--- src/design/cache_lock_pkg.sv ---
// Constants, bit positions and types shared by the cache lock control files
package cache_lock_pkg;

    ////////////////////////////////////////////////////////////////////////
    // Word layout; bit positions are big-endian, bit 0 is the word's MSB
    localparam int WORD_W   = 32;
    localparam int WORD_MSB = WORD_W - 1;

    // impl_config_a bits
    localparam int INSTR_CACHE_ENABLE_POS     = 16;
    localparam int DATA_CACHE_ENABLE_POS      = 17;
    localparam int INSTR_WHOLE_LOCK_POS       = 18;
    localparam int DATA_WHOLE_LOCK_POS        = 19;
    localparam int INSTR_FLASH_INVALIDATE_POS = 20;
    localparam int DATA_FLASH_INVALIDATE_POS  = 21;

    // impl_config_b fields, first and last bit of each
    localparam int INSTR_WAY_LOCK_FIRST = 16;
    localparam int INSTR_WAY_LOCK_LAST  = 18;
    localparam int DATA_WAY_LOCK_FIRST  = 24;
    localparam int DATA_WAY_LOCK_LAST   = 26;
    localparam int WAY_COUNT_W          = DATA_WAY_LOCK_LAST
                                          - DATA_WAY_LOCK_FIRST + 1;

    // machine_state bits
    localparam int EXT_IRQ_ENABLE_POS       = 16;
    localparam int MACHINE_CHECK_ENABLE_POS = 19;
    localparam int INSTR_TRANSLATE_EN_POS   = 26;
    localparam int DATA_TRANSLATE_EN_POS    = 27;

    ////////////////////////////////////////////////////////////////////////
    // Values after reset
    localparam logic [WORD_W-1:0] IMPL_CONFIG_A_RESET = 32'h0000_0000;
    localparam logic [WORD_W-1:0] IMPL_CONFIG_B_RESET = 32'h0000_0000;
    localparam logic [WORD_W-1:0] MACHINE_STATE_RESET = 32'h0000_0000;

    // Default geometry
    localparam int DEF_WAYS   = 8;
    localparam int DEF_ADDR_W = 32;

    ////////////////////////////////////////////////////////////////////////
    // Register select codes on the special-purpose register port
    typedef enum logic [1:0]
    {
        SEL_IMPL_CONFIG_A = 2'b00,
        SEL_IMPL_CONFIG_B = 2'b01,
        SEL_MACHINE_STATE = 2'b10,
        SEL_UNMAPPED      = 2'b11
    } spr_sel_type;

    // Big-endian bit number to vector index
    function automatic int lsb_index(input int be_pos);
        return WORD_MSB - be_pos;
    endfunction

endpackage

--- src/design/cache_lock_if.sv ---
// Carrier between the lock control registers and one cache's lock unit
`timescale 1ns/100ps
interface cache_lock_if
#(
    parameter int WAYS   = cache_lock_pkg::DEF_WAYS,
    parameter int ADDR_W = cache_lock_pkg::DEF_ADDR_W
);
    localparam int WAY_W = $clog2(WAYS);

    // Control from registers
    logic                                   enable;
    logic                                   whole_lock;
    logic [cache_lock_pkg::WAY_COUNT_W-1:0] way_count;
    logic                                   flash_req;
    // Requests from the cache
    logic                                   miss_req;
    logic [WAY_W-1:0]                       victim_hint;
    logic                                   binv_req;
    logic [ADDR_W-1:0]                      binv_addr;
    // Answers to the cache
    logic [WAYS-1:0]                        lock_mask;
    logic                                   fill_valid;
    logic                                   fill_alloc;
    logic [WAY_W-1:0]                       fill_way;
    logic                                   binv_valid;
    logic [ADDR_W-1:0]                      binv_addr_out;
    logic                                   flash_inval;

    modport ctrl
    (
        output enable, whole_lock, way_count, flash_req,
        output miss_req, victim_hint, binv_req, binv_addr,
        input  lock_mask, fill_valid, fill_alloc, fill_way,
        input  binv_valid, binv_addr_out, flash_inval
    );

    modport unit
    (
        input  enable, whole_lock, way_count, flash_req,
        input  miss_req, victim_hint, binv_req, binv_addr,
        output lock_mask, fill_valid, fill_alloc, fill_way,
        output binv_valid, binv_addr_out, flash_inval
    );
endinterface

--- src/design/way_lock_unit.sv ---
// Lock mask, victim choice and invalidation for one cache
`timescale 1ns/100ps
module way_lock_unit
#(
    parameter int WAYS   = cache_lock_pkg::DEF_WAYS,
    parameter int ADDR_W = cache_lock_pkg::DEF_ADDR_W
)
(
    // Clock, reset and clock enable
    input wire logic   clk_sys,
    input wire logic   rstn,
    input wire logic   ce,
    // Register side and cache side
    cache_lock_if.unit lk
);
    localparam int WAY_W = $clog2(WAYS);

    // The count field reaches seven, and one way must stay free
    if (WAYS < (1 << cache_lock_pkg::WAY_COUNT_W) || WAYS != (1 << WAY_W))
    begin : g_bad_ways
        $error("way_lock_unit: WAYS must be a power of two of at least 8");
    end

    ////////////////////////////////////////////////////////////////////////
    logic [WAYS-1:0]   mask_d;
    logic [WAYS-1:0]   mask_q;
    logic              fill_valid_d;
    logic              fill_valid_q;
    logic              fill_alloc_d;
    logic              fill_alloc_q;
    logic [WAY_W-1:0]  fill_way_d;
    logic [WAY_W-1:0]  fill_way_q;
    logic              binv_valid_d;
    logic              binv_valid_q;
    logic [ADDR_W-1:0] binv_addr_d;
    logic [ADDR_W-1:0] binv_addr_q;
    logic              flash_d;
    logic              flash_q;

    // Locked ways always run from way 0 upward
    for (genvar i = 0; i < WAYS; i++)
    begin : g_mask
        assign mask_d[i] = lk.enable
                           && (lk.whole_lock
                               || (i < int'(lk.way_count)));
    end

    always_comb
    begin
        fill_valid_d = lk.miss_req;
        // Whole lock or disabled cache: miss goes through uncached
        fill_alloc_d = lk.miss_req && lk.enable && !lk.whole_lock;
        // Ways are contiguous, so the count is the lowest free way
        if (mask_d[lk.victim_hint])
            fill_way_d = WAY_W'(lk.way_count);
        else
            fill_way_d = lk.victim_hint;
        // Block invalidation ignores every lock
        binv_valid_d = lk.binv_req;
        binv_addr_d  = lk.binv_req ? lk.binv_addr : binv_addr_q;
        flash_d      = lk.flash_req;
    end

    always_ff @(posedge clk_sys)
    begin
        if (!rstn)
        begin
            mask_q       <= '0;
            fill_valid_q <= 1'b0;
            fill_alloc_q <= 1'b0;
            fill_way_q   <= '0;
            binv_valid_q <= 1'b0;
            binv_addr_q  <= '0;
            flash_q      <= 1'b0;
        end
        else if (ce)
        begin
            mask_q       <= mask_d;
            fill_valid_q <= fill_valid_d;
            fill_alloc_q <= fill_alloc_d;
            fill_way_q   <= fill_way_d;
            binv_valid_q <= binv_valid_d;
            binv_addr_q  <= binv_addr_d;
            flash_q      <= flash_d;
        end
    end

    assign lk.lock_mask     = mask_q;
    assign lk.fill_valid    = fill_valid_q;
    assign lk.fill_alloc    = fill_alloc_q;
    assign lk.fill_way      = fill_way_q;
    assign lk.binv_valid    = binv_valid_q;
    assign lk.binv_addr_out = binv_addr_q;
    assign lk.flash_inval   = flash_q;
endmodule

--- src/design/cache_lock_control.sv ---
// Cache lock and invalidate control registers with both cache lock units
// Contract
// Data whole-lock bit 19 set locks the entire data cache; clear unlocks.
// Software issues a memory barrier before setting the data whole-lock bit.
// Data way-lock count field sits in bits 24 to 26 of impl_config_b.
// Data count N locks ways 0 to N-1; zero locks none.
// Instruction way-lock count field sits in bits 16 to 18 of impl_config_b.
// Instruction whole-lock bit 18 locks the entire instruction cache.
// Locks act only while that cache's enable, bit 16 or 17, is set.
// Writing one then zero to bit 20 or 21 flash-invalidates that cache.
// Flash invalidation clears the whole cache whatever its locks.
// Data block invalidate works on whole-locked or way-locked blocks.
// Instruction block invalidate works on whole-locked or way-locked blocks.
// Software keeps external interrupts and machine check off while loading.
// Machine-state bits 26 and 27 enable instruction and data translation.
// Instruction count N locks instruction ways 0 to N-1; zero none.
// Instruction whole-lock locks all instruction ways regardless of count.
// Software issues an instruction barrier before setting instruction lock.
// Whole-locked cache serves hits; misses bypass without allocation.
// Way locking restricts replacement to unlocked ways.
`timescale 1ns/100ps
module cache_lock_control
#(
    parameter int WAYS   = cache_lock_pkg::DEF_WAYS,
    parameter int ADDR_W = cache_lock_pkg::DEF_ADDR_W
)
(
    // Clock, reset, enable
    input  wire logic                        clk_sys,
    input  wire logic                        rstn,
    input  wire logic                        ce,
    // Special-purpose register port
    input  wire logic                        spr_wr,
    input  wire logic                        spr_rd,
    input  wire logic [1:0]                  spr_sel,
    input  wire logic [31:0]                 spr_wdata,
    output logic      [31:0]                 spr_rdata,
    output logic                             spr_rvalid,
    // Instruction cache side
    input  wire logic                        ic_miss,
    input  wire logic [$clog2(WAYS)-1:0]     ic_victim_hint,
    input  wire logic                        ic_binv_req,
    input  wire logic [ADDR_W-1:0]           ic_binv_addr,
    output logic      [WAYS-1:0]             ic_lock_mask,
    output logic                             ic_fill_valid,
    output logic                             ic_fill_alloc,
    output logic      [$clog2(WAYS)-1:0]     ic_fill_way,
    output logic                             ic_binv_valid,
    output logic      [ADDR_W-1:0]           ic_binv_addr_out,
    output logic                             ic_flash_inval,
    // Data cache side
    input  wire logic                        dc_miss,
    input  wire logic [$clog2(WAYS)-1:0]     dc_victim_hint,
    input  wire logic                        dc_binv_req,
    input  wire logic [ADDR_W-1:0]           dc_binv_addr,
    output logic      [WAYS-1:0]             dc_lock_mask,
    output logic                             dc_fill_valid,
    output logic                             dc_fill_alloc,
    output logic      [$clog2(WAYS)-1:0]     dc_fill_way,
    output logic                             dc_binv_valid,
    output logic      [ADDR_W-1:0]           dc_binv_addr_out,
    output logic                             dc_flash_inval,
    // Machine-state view
    output logic                             instr_translate_en,
    output logic                             data_translate_en,
    output logic                             ext_irq_enable,
    output logic                             machine_check_enable
);
    localparam int INSTR_CACHE_ENABLE  = cache_lock_pkg::lsb_index(
                              cache_lock_pkg::INSTR_CACHE_ENABLE_POS);
    localparam int DCE  = cache_lock_pkg::lsb_index(
                              cache_lock_pkg::DATA_CACHE_ENABLE_POS);
    localparam int ILK  = cache_lock_pkg::lsb_index(
                              cache_lock_pkg::INSTR_WHOLE_LOCK_POS);
    localparam int DLK  = cache_lock_pkg::lsb_index(
                              cache_lock_pkg::DATA_WHOLE_LOCK_POS);
    localparam int IFI  = cache_lock_pkg::lsb_index(
                              cache_lock_pkg::INSTR_FLASH_INVALIDATE_POS);
    localparam int DFI  = cache_lock_pkg::lsb_index(
                              cache_lock_pkg::DATA_FLASH_INVALIDATE_POS);
    localparam int IWAY = cache_lock_pkg::lsb_index(
                              cache_lock_pkg::INSTR_WAY_LOCK_FIRST);
    localparam int DWAY = cache_lock_pkg::lsb_index(
                              cache_lock_pkg::DATA_WAY_LOCK_FIRST);
    localparam int CW   = cache_lock_pkg::WAY_COUNT_W;

    ////////////////////////////////////////////////////////////////////////
    // Register file
    logic [31:0] cfg_a_d;
    logic [31:0] cfg_a_q;
    logic [31:0] cfg_b_d;
    logic [31:0] cfg_b_q;
    logic [31:0] mstate_d;
    logic [31:0] mstate_q;
    logic [31:0] rdata_d;
    logic [31:0] rdata_q;
    logic        rvalid_d;
    logic        rvalid_q;
    logic        ifi_fire;
    logic        dfi_fire;
    cache_lock_pkg::spr_sel_type sel;

    assign sel = cache_lock_pkg::spr_sel_type'(spr_sel);

    always_comb
    begin
        cfg_a_d  = cfg_a_q;
        cfg_b_d  = cfg_b_q;
        mstate_d = mstate_q;
        ifi_fire = 1'b0;
        dfi_fire = 1'b0;
        if (spr_wr)
        begin
            unique case (sel)
                cache_lock_pkg::SEL_IMPL_CONFIG_A:
                begin
                    cfg_a_d  = spr_wdata;
                    // The clearing write of a one-then-zero toggle fires
                    ifi_fire = cfg_a_q[IFI] && !spr_wdata[IFI];
                    dfi_fire = cfg_a_q[DFI] && !spr_wdata[DFI];
                end
                cache_lock_pkg::SEL_IMPL_CONFIG_B: cfg_b_d  = spr_wdata;
                cache_lock_pkg::SEL_MACHINE_STATE: mstate_d = spr_wdata;
                cache_lock_pkg::SEL_UNMAPPED:      cfg_b_d  = cfg_b_q;
            endcase
        end
        rvalid_d = spr_rd;
        rdata_d  = rdata_q;
        if (spr_rd)
        begin
            unique case (sel)
                cache_lock_pkg::SEL_IMPL_CONFIG_A: rdata_d = cfg_a_q;
                cache_lock_pkg::SEL_IMPL_CONFIG_B: rdata_d = cfg_b_q;
                cache_lock_pkg::SEL_MACHINE_STATE: rdata_d = mstate_q;
                cache_lock_pkg::SEL_UNMAPPED:      rdata_d = 32'h0000_0000;
            endcase
        end
    end

    always_ff @(posedge clk_sys)
    begin
        if (!rstn)
        begin
            cfg_a_q  <= cache_lock_pkg::IMPL_CONFIG_A_RESET;
            cfg_b_q  <= cache_lock_pkg::IMPL_CONFIG_B_RESET;
            mstate_q <= cache_lock_pkg::MACHINE_STATE_RESET;
            rdata_q  <= 32'h0000_0000;
            rvalid_q <= 1'b0;
        end
        else if (ce)
        begin
            cfg_a_q  <= cfg_a_d;
            cfg_b_q  <= cfg_b_d;
            mstate_q <= mstate_d;
            rdata_q  <= rdata_d;
            rvalid_q <= rvalid_d;
        end
    end

    assign spr_rdata  = rdata_q;
    assign spr_rvalid = rvalid_q;

    // Translation enables go straight to the memory management unit
    assign instr_translate_en = mstate_q[cache_lock_pkg::lsb_index(
                                    cache_lock_pkg::INSTR_TRANSLATE_EN_POS)];
    assign data_translate_en  = mstate_q[cache_lock_pkg::lsb_index(
                                    cache_lock_pkg::DATA_TRANSLATE_EN_POS)];
    assign ext_irq_enable       = mstate_q[cache_lock_pkg::lsb_index(
                                    cache_lock_pkg::EXT_IRQ_ENABLE_POS)];
    assign machine_check_enable = mstate_q[cache_lock_pkg::lsb_index(
                                    cache_lock_pkg::MACHINE_CHECK_ENABLE_POS)];

    ////////////////////////////////////////////////////////////////////////
    // Instruction cache lock unit
    cache_lock_if #(.WAYS(WAYS), .ADDR_W(ADDR_W)) ic_if ();

    assign ic_if.enable      = cfg_a_q[INSTR_CACHE_ENABLE];
    assign ic_if.whole_lock  = cfg_a_q[ILK];
    assign ic_if.way_count   = cfg_b_q[IWAY -: CW];
    assign ic_if.flash_req   = ifi_fire;
    assign ic_if.miss_req    = ic_miss;
    assign ic_if.victim_hint = ic_victim_hint;
    assign ic_if.binv_req    = ic_binv_req;
    assign ic_if.binv_addr   = ic_binv_addr;

    way_lock_unit #(.WAYS(WAYS), .ADDR_W(ADDR_W)) u_ic
    (
        .clk_sys (clk_sys),
        .rstn    (rstn),
        .ce      (ce),
        .lk      (ic_if.unit)
    );

    assign ic_lock_mask     = ic_if.lock_mask;
    assign ic_fill_valid    = ic_if.fill_valid;
    assign ic_fill_alloc    = ic_if.fill_alloc;
    assign ic_fill_way      = ic_if.fill_way;
    assign ic_binv_valid    = ic_if.binv_valid;
    assign ic_binv_addr_out = ic_if.binv_addr_out;
    assign ic_flash_inval   = ic_if.flash_inval;

    ////////////////////////////////////////////////////////////////////////
    // Data cache lock unit
    cache_lock_if #(.WAYS(WAYS), .ADDR_W(ADDR_W)) dc_if ();

    assign dc_if.enable      = cfg_a_q[DCE];
    assign dc_if.whole_lock  = cfg_a_q[DLK];
    assign dc_if.way_count   = cfg_b_q[DWAY -: CW];
    assign dc_if.flash_req   = dfi_fire;
    assign dc_if.miss_req    = dc_miss;
    assign dc_if.victim_hint = dc_victim_hint;
    assign dc_if.binv_req    = dc_binv_req;
    assign dc_if.binv_addr   = dc_binv_addr;

    way_lock_unit #(.WAYS(WAYS), .ADDR_W(ADDR_W)) u_dc
    (
        .clk_sys (clk_sys),
        .rstn    (rstn),
        .ce      (ce),
        .lk      (dc_if.unit)
    );

    assign dc_lock_mask     = dc_if.lock_mask;
    assign dc_fill_valid    = dc_if.fill_valid;
    assign dc_fill_alloc    = dc_if.fill_alloc;
    assign dc_fill_way      = dc_if.fill_way;
    assign dc_binv_valid    = dc_if.binv_valid;
    assign dc_binv_addr_out = dc_if.binv_addr_out;
    assign dc_flash_inval   = dc_if.flash_inval;
endmodule

--- config.mk ---
export PLATFORM = sky130hd
export DESIGN_NAME = cache_lock_control
export DESIGN_NICKNAME = d
export VERILOG_FILES = /design/src/design/cache_lock_pkg.sv /design/src/design/cache_lock_if.sv /design/src/design/way_lock_unit.sv /design/src/design/cache_lock_control.sv
export SDC_FILE = /design/constraint.sdc
export NUM_CORES = 1
export LEC_CHECK = 0
export ABC_CLOCK_PERIOD_IN_PS = 3450
export BUFFER_PORTS_ARGS = -buffer_cell sky130_fd_sc_hd__buf_4
export CORE_MARGIN = 2
export CORE_UTILIZATION = 37
export CTS_CLUSTER_SIZE = 40
export DETAILED_ROUTE_END_ITERATION = 6
export PLACE_DENSITY_LB_ADDON = 0.12
export SYNTH_ARGS = -nofsm -noshare
export SYNTH_HDL_FRONTEND = slang
export SYNTH_SLANG_ARGS = --single-unit
--- constraint.sdc ---
create_clock -name clk_sys -period 3.45 [get_ports clk_sys]
set_input_delay 0.345 -clock clk_sys [delete_from_list [all_inputs] [get_ports clk_sys]]
set_output_delay 0.345 -clock clk_sys [all_outputs]
set_load 0.01 [all_outputs]
---- Word level (Yosys, flattened, before mapping) ----
Cells that the tools add are included.
word-level totals
  bits in registers ....................... 223
  output and inout bits ................... 131
  bits in latches ......................... 0
  bits in read-only memories .............. 0
  memories ................................ 0
  RAM bits ................................ 0
  bits of input ports ..................... 113
  logic and storage cells ................. 96
operators by class
  shift-type cells ........................ 0
  bitwise gates (word level) .............. 0
  $lt $le $gt $ge ......................... 16
  reduce and logical (&&, ||, !) cells .... 47
  multiplexer cells ....................... 11
  divide/modulo/power cells ............... 0
  equal/unequal tests ..................... 3
  add/sub/neg operators ................... 0
  multipliers ............................. 0
operator list
  cell                  count
  $pmux W32 S4          1
  $logic_and A1 B1 Y1   22
  $lt A3 B3 Y1 const A  6
  $logic_or A1 B1 Y1    14
  $lt A1 B3 Y1 const A  4
  $lt A2 B3 Y1 const A  4
  $reduce_and A3 Y1     3
  $lt A3 B4 Y1 const B  2
  $bmux W1 S3           2
  $mux W1               6
  $mux W3               2
  $reduce_and A2 Y1     3
  $eq A2 B2 Y1 const B  2
  $logic_not A1 Y1      4
  $eq A2 B1 Y1 const B  1
  $logic_not A2 Y1      1

---- Longest topological paths before layout ----
  word-level depth ........................ 6
  mapped depth ............................ 8
  gate-level depth less buffers ........... 4

---- By module ----
A second synthesis with hierarchy kept.
second synthesis, totals
  cells, all modules ...................... 1065
  area, all modules ....................... 9138.8 µm²
modules (own cells, without submodules)
  module                area each (µm²)  times used  cells each  seq. area each (µm²)
  cache_lock_control    5357.6           1           616         2582.5
  way_lock_unit (u_ic)  1910.6           1           226         940.9
  way_lock_unit (u_dc)  1870.5           1           223         940.9

---- Worst setup path after synthesis ----
OpenSTA, ideal clock, no wires.
  path type ............................... input port to flip-flop
  from .................................... input ce
  to ...................................... register cfg_a_q[15]
  required time ........................... 3.328 ns
  path slack .............................. 2.074 ns
  stages .................................. 7
  buffers on the path ..................... 3
  library setup time ...................... 0.122 ns
  data arrival time ....................... 1.254 ns
  cells stage by stage .................... buf_4 nand2_2 or3_1 buf_2 buf_6 nand2_1 a21boi_0
between the ends
  longest elaborated chain between the ends .. 1
ends and longest elaborated chain
  what                         line                       source
  start, declared              cache_lock_control.sv:31   input wire logic ce,
  $reduce_and A3 Y1 (no line)  --
  end signal, assigned         cache_lock_control.sv:144  cfg_a_q <= cache_lock_pkg::IMPL_CONFIG_A_RESET;
  end signal, assigned         cache_lock_control.sv:152  cfg_a_q <= cfg_a_d;
  end, declared                cache_lock_control.sv:90   logic [31:0] cfg_a_q;
No other way between the ends.
A chain may end at the register's enable or synchronous reset.

---- Worst setup path after layout ----
  from .................................... input spr_sel[0]
  to ...................................... register cfg_a_q[8]
between the ends
  longest elaborated chain between the ends .. 2
ends and longest elaborated chain
  what                         line                       source
  start, declared              cache_lock_control.sv:35   input wire logic [1:0] spr_sel,
  $logic_not A2 Y1             cache_lock_control.sv:114  unique case (sel)
  $reduce_and A3 Y1 (no line)  --
No other way between the ends.

==> qor.yml <==
sta:
  slew_headroom_pct: 25.7
  timing.final.ws_setup_ns: 1.82
  worst_slew_pin_slew_ns: 1.11
  rsz0062_at_grt: "no"
  max_freq_mhz: 613
  hold_ws_ns: 0.0887
  finalClockSkew_ns: 0.00740
  period_share_pct: 47.3
  period_needed_ns: 1.63
  tns_ns: 0
  maxSlewViolCount: 0
  finalHoldViolCount: 0
  setup_viol: 0
route:
  routed_wl_mm: 25.9
  remaining_drc_errors: 0
  viasPerCell: 4.85
  dr.pass1.iters: 4
  first_iter_violations: 476
  drtAntennaViolNets: 0
  route.vias.total: 7757
  wl_per_cell_um: 16.2
die:
  fp.coreArea_sq_um: 24300
  fp.dieW_um: 161
  die_h_um: 161
  initial_utilization_pct: 37.6
  die_area_sq_um: 26000
  io_pins: 244
  rows: 57
placement:
  dp_hpwl_mm: 17.1
  dp_slack_ns: 1.26
  port_buffers: 243
  placed_cells: 1550
  place.gp.congestion: 0.761
finish:
  layout.nets: 1367
  final_cells: 1599
  nFillCells: 2383
  mostFrequentLayoutCell: "nand2_1"
  layout_common_cells: "369 x nand2_1, 260 x buf_4, 223 x dfxtp_1"
  seqCellArea_sq_um: 4460
  drive_above_1_share_pct: 24.5
  multi_input_area_sq_um: 4210
  syn_to_final_growth_pct: 30.5
global_routing:
  overflow: 0
  grt_max_degree: 102
  track_usage_pct: 19.4
  grt_pass1_wl_mm: 41.4
  grt_pass1_vias: 7509
  antenna_found_initial: 1
clocking:
  cts_inserted_buffers: 26
  cts.clk_slew.worst_paths_ns: 0.06
  cts_resized: 0
  clock_latency_ns: 0.52
  cts.sinks: 223
  ctsHoldBuffers: 0
  clockRootBuffer: "clkbuf_16"
  clockBufferDepth: 3
  cts_htree_levels: 1
  cts_tree: "done"
  cts_setup_buffers: 0
setup_path:
  critPathLaunch: "spr_sel[0]"
  startpoint_type: "input pin"
  critPathRequiredTime_ns: 3.88
  r2r-start: "cfg_a_q[15]"
  crit_path_end_kind: "flip-flop"
  worstPathArrival_ns: 2.06
  path_cells: "buf_4, or3_1, buf_4, nand2_1, a21boi_0"
  path_class: "in2reg"
  crit_fanout: 37
  crit_top_cell: "buf_4"
  critPathSlowestCell: "buf_4"
  crit_path_max_incr_delay_ns: 0.56
pwr:
  vdd_drop_max_uv: 267
  p_per_area_nw_per_um2: 506
  p_leak_nw: 5.02
  power_mw: 6.04
synth:
  synth_area_leaders: "dfxtp_1 49%, nand2_1 15%, a21boi_0 11%"
  synth_area_leader_cell: "dfxtp_1"
  syn_nets: 1167
  synth_area_sq_um: 9150
  synth_top_area_share_pct: 48.8
  post_synth_num_cell_types: 43
  yosysWarnings: 0
  synth_seq_area_share_pct: 48.8
  ys_ff_latch: 223
  synth.avg_cell_area_sq_um: 8.68
  synth_cells: 1054
hold_path:
  hp-start: "dc_binv_addr[14]"
  holdCritPathClass: "in2reg"
run:
  drv_cap: 0
run_status:
  status: "completed"
metrics by stage:
stage	cell area [sq um]	utilization, %
floorplan	9150	-
global placement	11100	45.5
detailed placement	11100	45.5
CTS	11900	49.1
global route	12000	49.1
finish	12000	49.1
path summary, 6_finish.rpt:
kind                                                  end  slack [ns]  depth (start not counted)
worst max-delay path                           cfg_a_q[8]        1.82                          5
worst min-delay path            u_dc.lk.binv_addr_out[14]        0.09                          3
worst max register to register        u_ic.lk.fill_way[0]        2.01                          3
worst min register to register                cfg_a_q[29]        0.45                          2
final cells by class:
cell class              instances  share of cell area (%)
clock buffers                  43                    6.91
inverters                      11                   0.346
clock inverters                 5                   0.419
multi-input cells             732                    35.2
repair buffers                260                    16.3
flip-flops and latches        223                    37.4
well taps                     324                    3.39
diodes                          1                  0.0209
where the power goes:
part | total (mW) | switching [mW] | internal [mW]
sequential | 2.72 | 0.0519 | 2.67
clock | 2.75 | 1.05 | 1.70
combinational | 0.575 | 0.297 | 0.278
total | 6.04 | 1.40 | 4.64
synthesized netlist by cell type:
library cell    n
a211oi_1        2
nand4b_1        1
a21boi_1       38
nand3_1         9
mux2i_1        35
clkbuf_4        1
buf_1          10
dfxtp_1       223
nor3b_4         1
a21oi_1        10
clkinv_1        1
inv_1          10
a32oi_1         2
o21a_1          2
clkbuf_1       35
nor2b_4         2
nand2_2         1
and2b_1         1
buf_6           7
nor2b_1        12
nand2b_1        2
a311oi_1        6
a221oi_1        1
o211ai_2        1
o21ai_0        16
a21boi_0      131
buf_2          29
nor3_4          1
a21o_1          2
a31oi_1         4
and3_1          1
or2b_1          1
nand4_1         4
o2111ai_2       1
or3_1           1
o211a_1        33
maj3_2          1
nand2_1       369
and2_1          3
o211ai_1       33
nor2_2          1
buf_4           6
nor2_1          4
sequential cells by signal (all words and copies together) (netlist names):
name	count
cfg_a_q	32
cfg_b_q	32
mstate_q	32
spr_rdata	32
spr_rvalid	1
u_dc.lk.binv_addr_out	32
u_dc.lk.binv_valid	1
u_dc.lk.fill_alloc	1
u_dc.lk.fill_valid	1
u_dc.lk.fill_way	3
u_dc.lk.flash_inval	1
u_dc.lk.lock_mask	8
u_ic.lk.binv_addr_out	32
u_ic.lk.binv_valid	1
u_ic.lk.fill_alloc	1
u_ic.lk.fill_valid	1
u_ic.lk.fill_way	3
u_ic.lk.flash_inval	1
u_ic.lk.lock_mask	8
critical path: cells and delay by family:
| kind | cells | cell delay (ns) |
|---|---|---|
| buffers and inverters | 2 | 0.93 |
| and+or+nand+nor | 2 | 0.59 |
| AOI/OAI and AO/OA | 1 | 0.18 |
per-layer routing:
layer / GRT usage (%) / part of all wire, % / vias to the layer above
met4: 4.95 / 1.7 / 0
met1: 26.3 / 47 / 3591
met3: 3.57 / 5.4 / 29
met2: 32.1 / 46 / 197
met5: 0 / 0 / -
li1: - / - / 3940
cell families after synthesis:
logic type                 Yosys count  share of synthesized area [%]
and+or+nand+nor                    414                           18.4
AOI/OAI and AO/OA                  282                           23.5
DFF                                223                           48.8
buffers and inverters               99                           5.32
muxes                               35                           3.83
adders and majority gates            1                          0.123
Power figures use the tool's default switching activity.
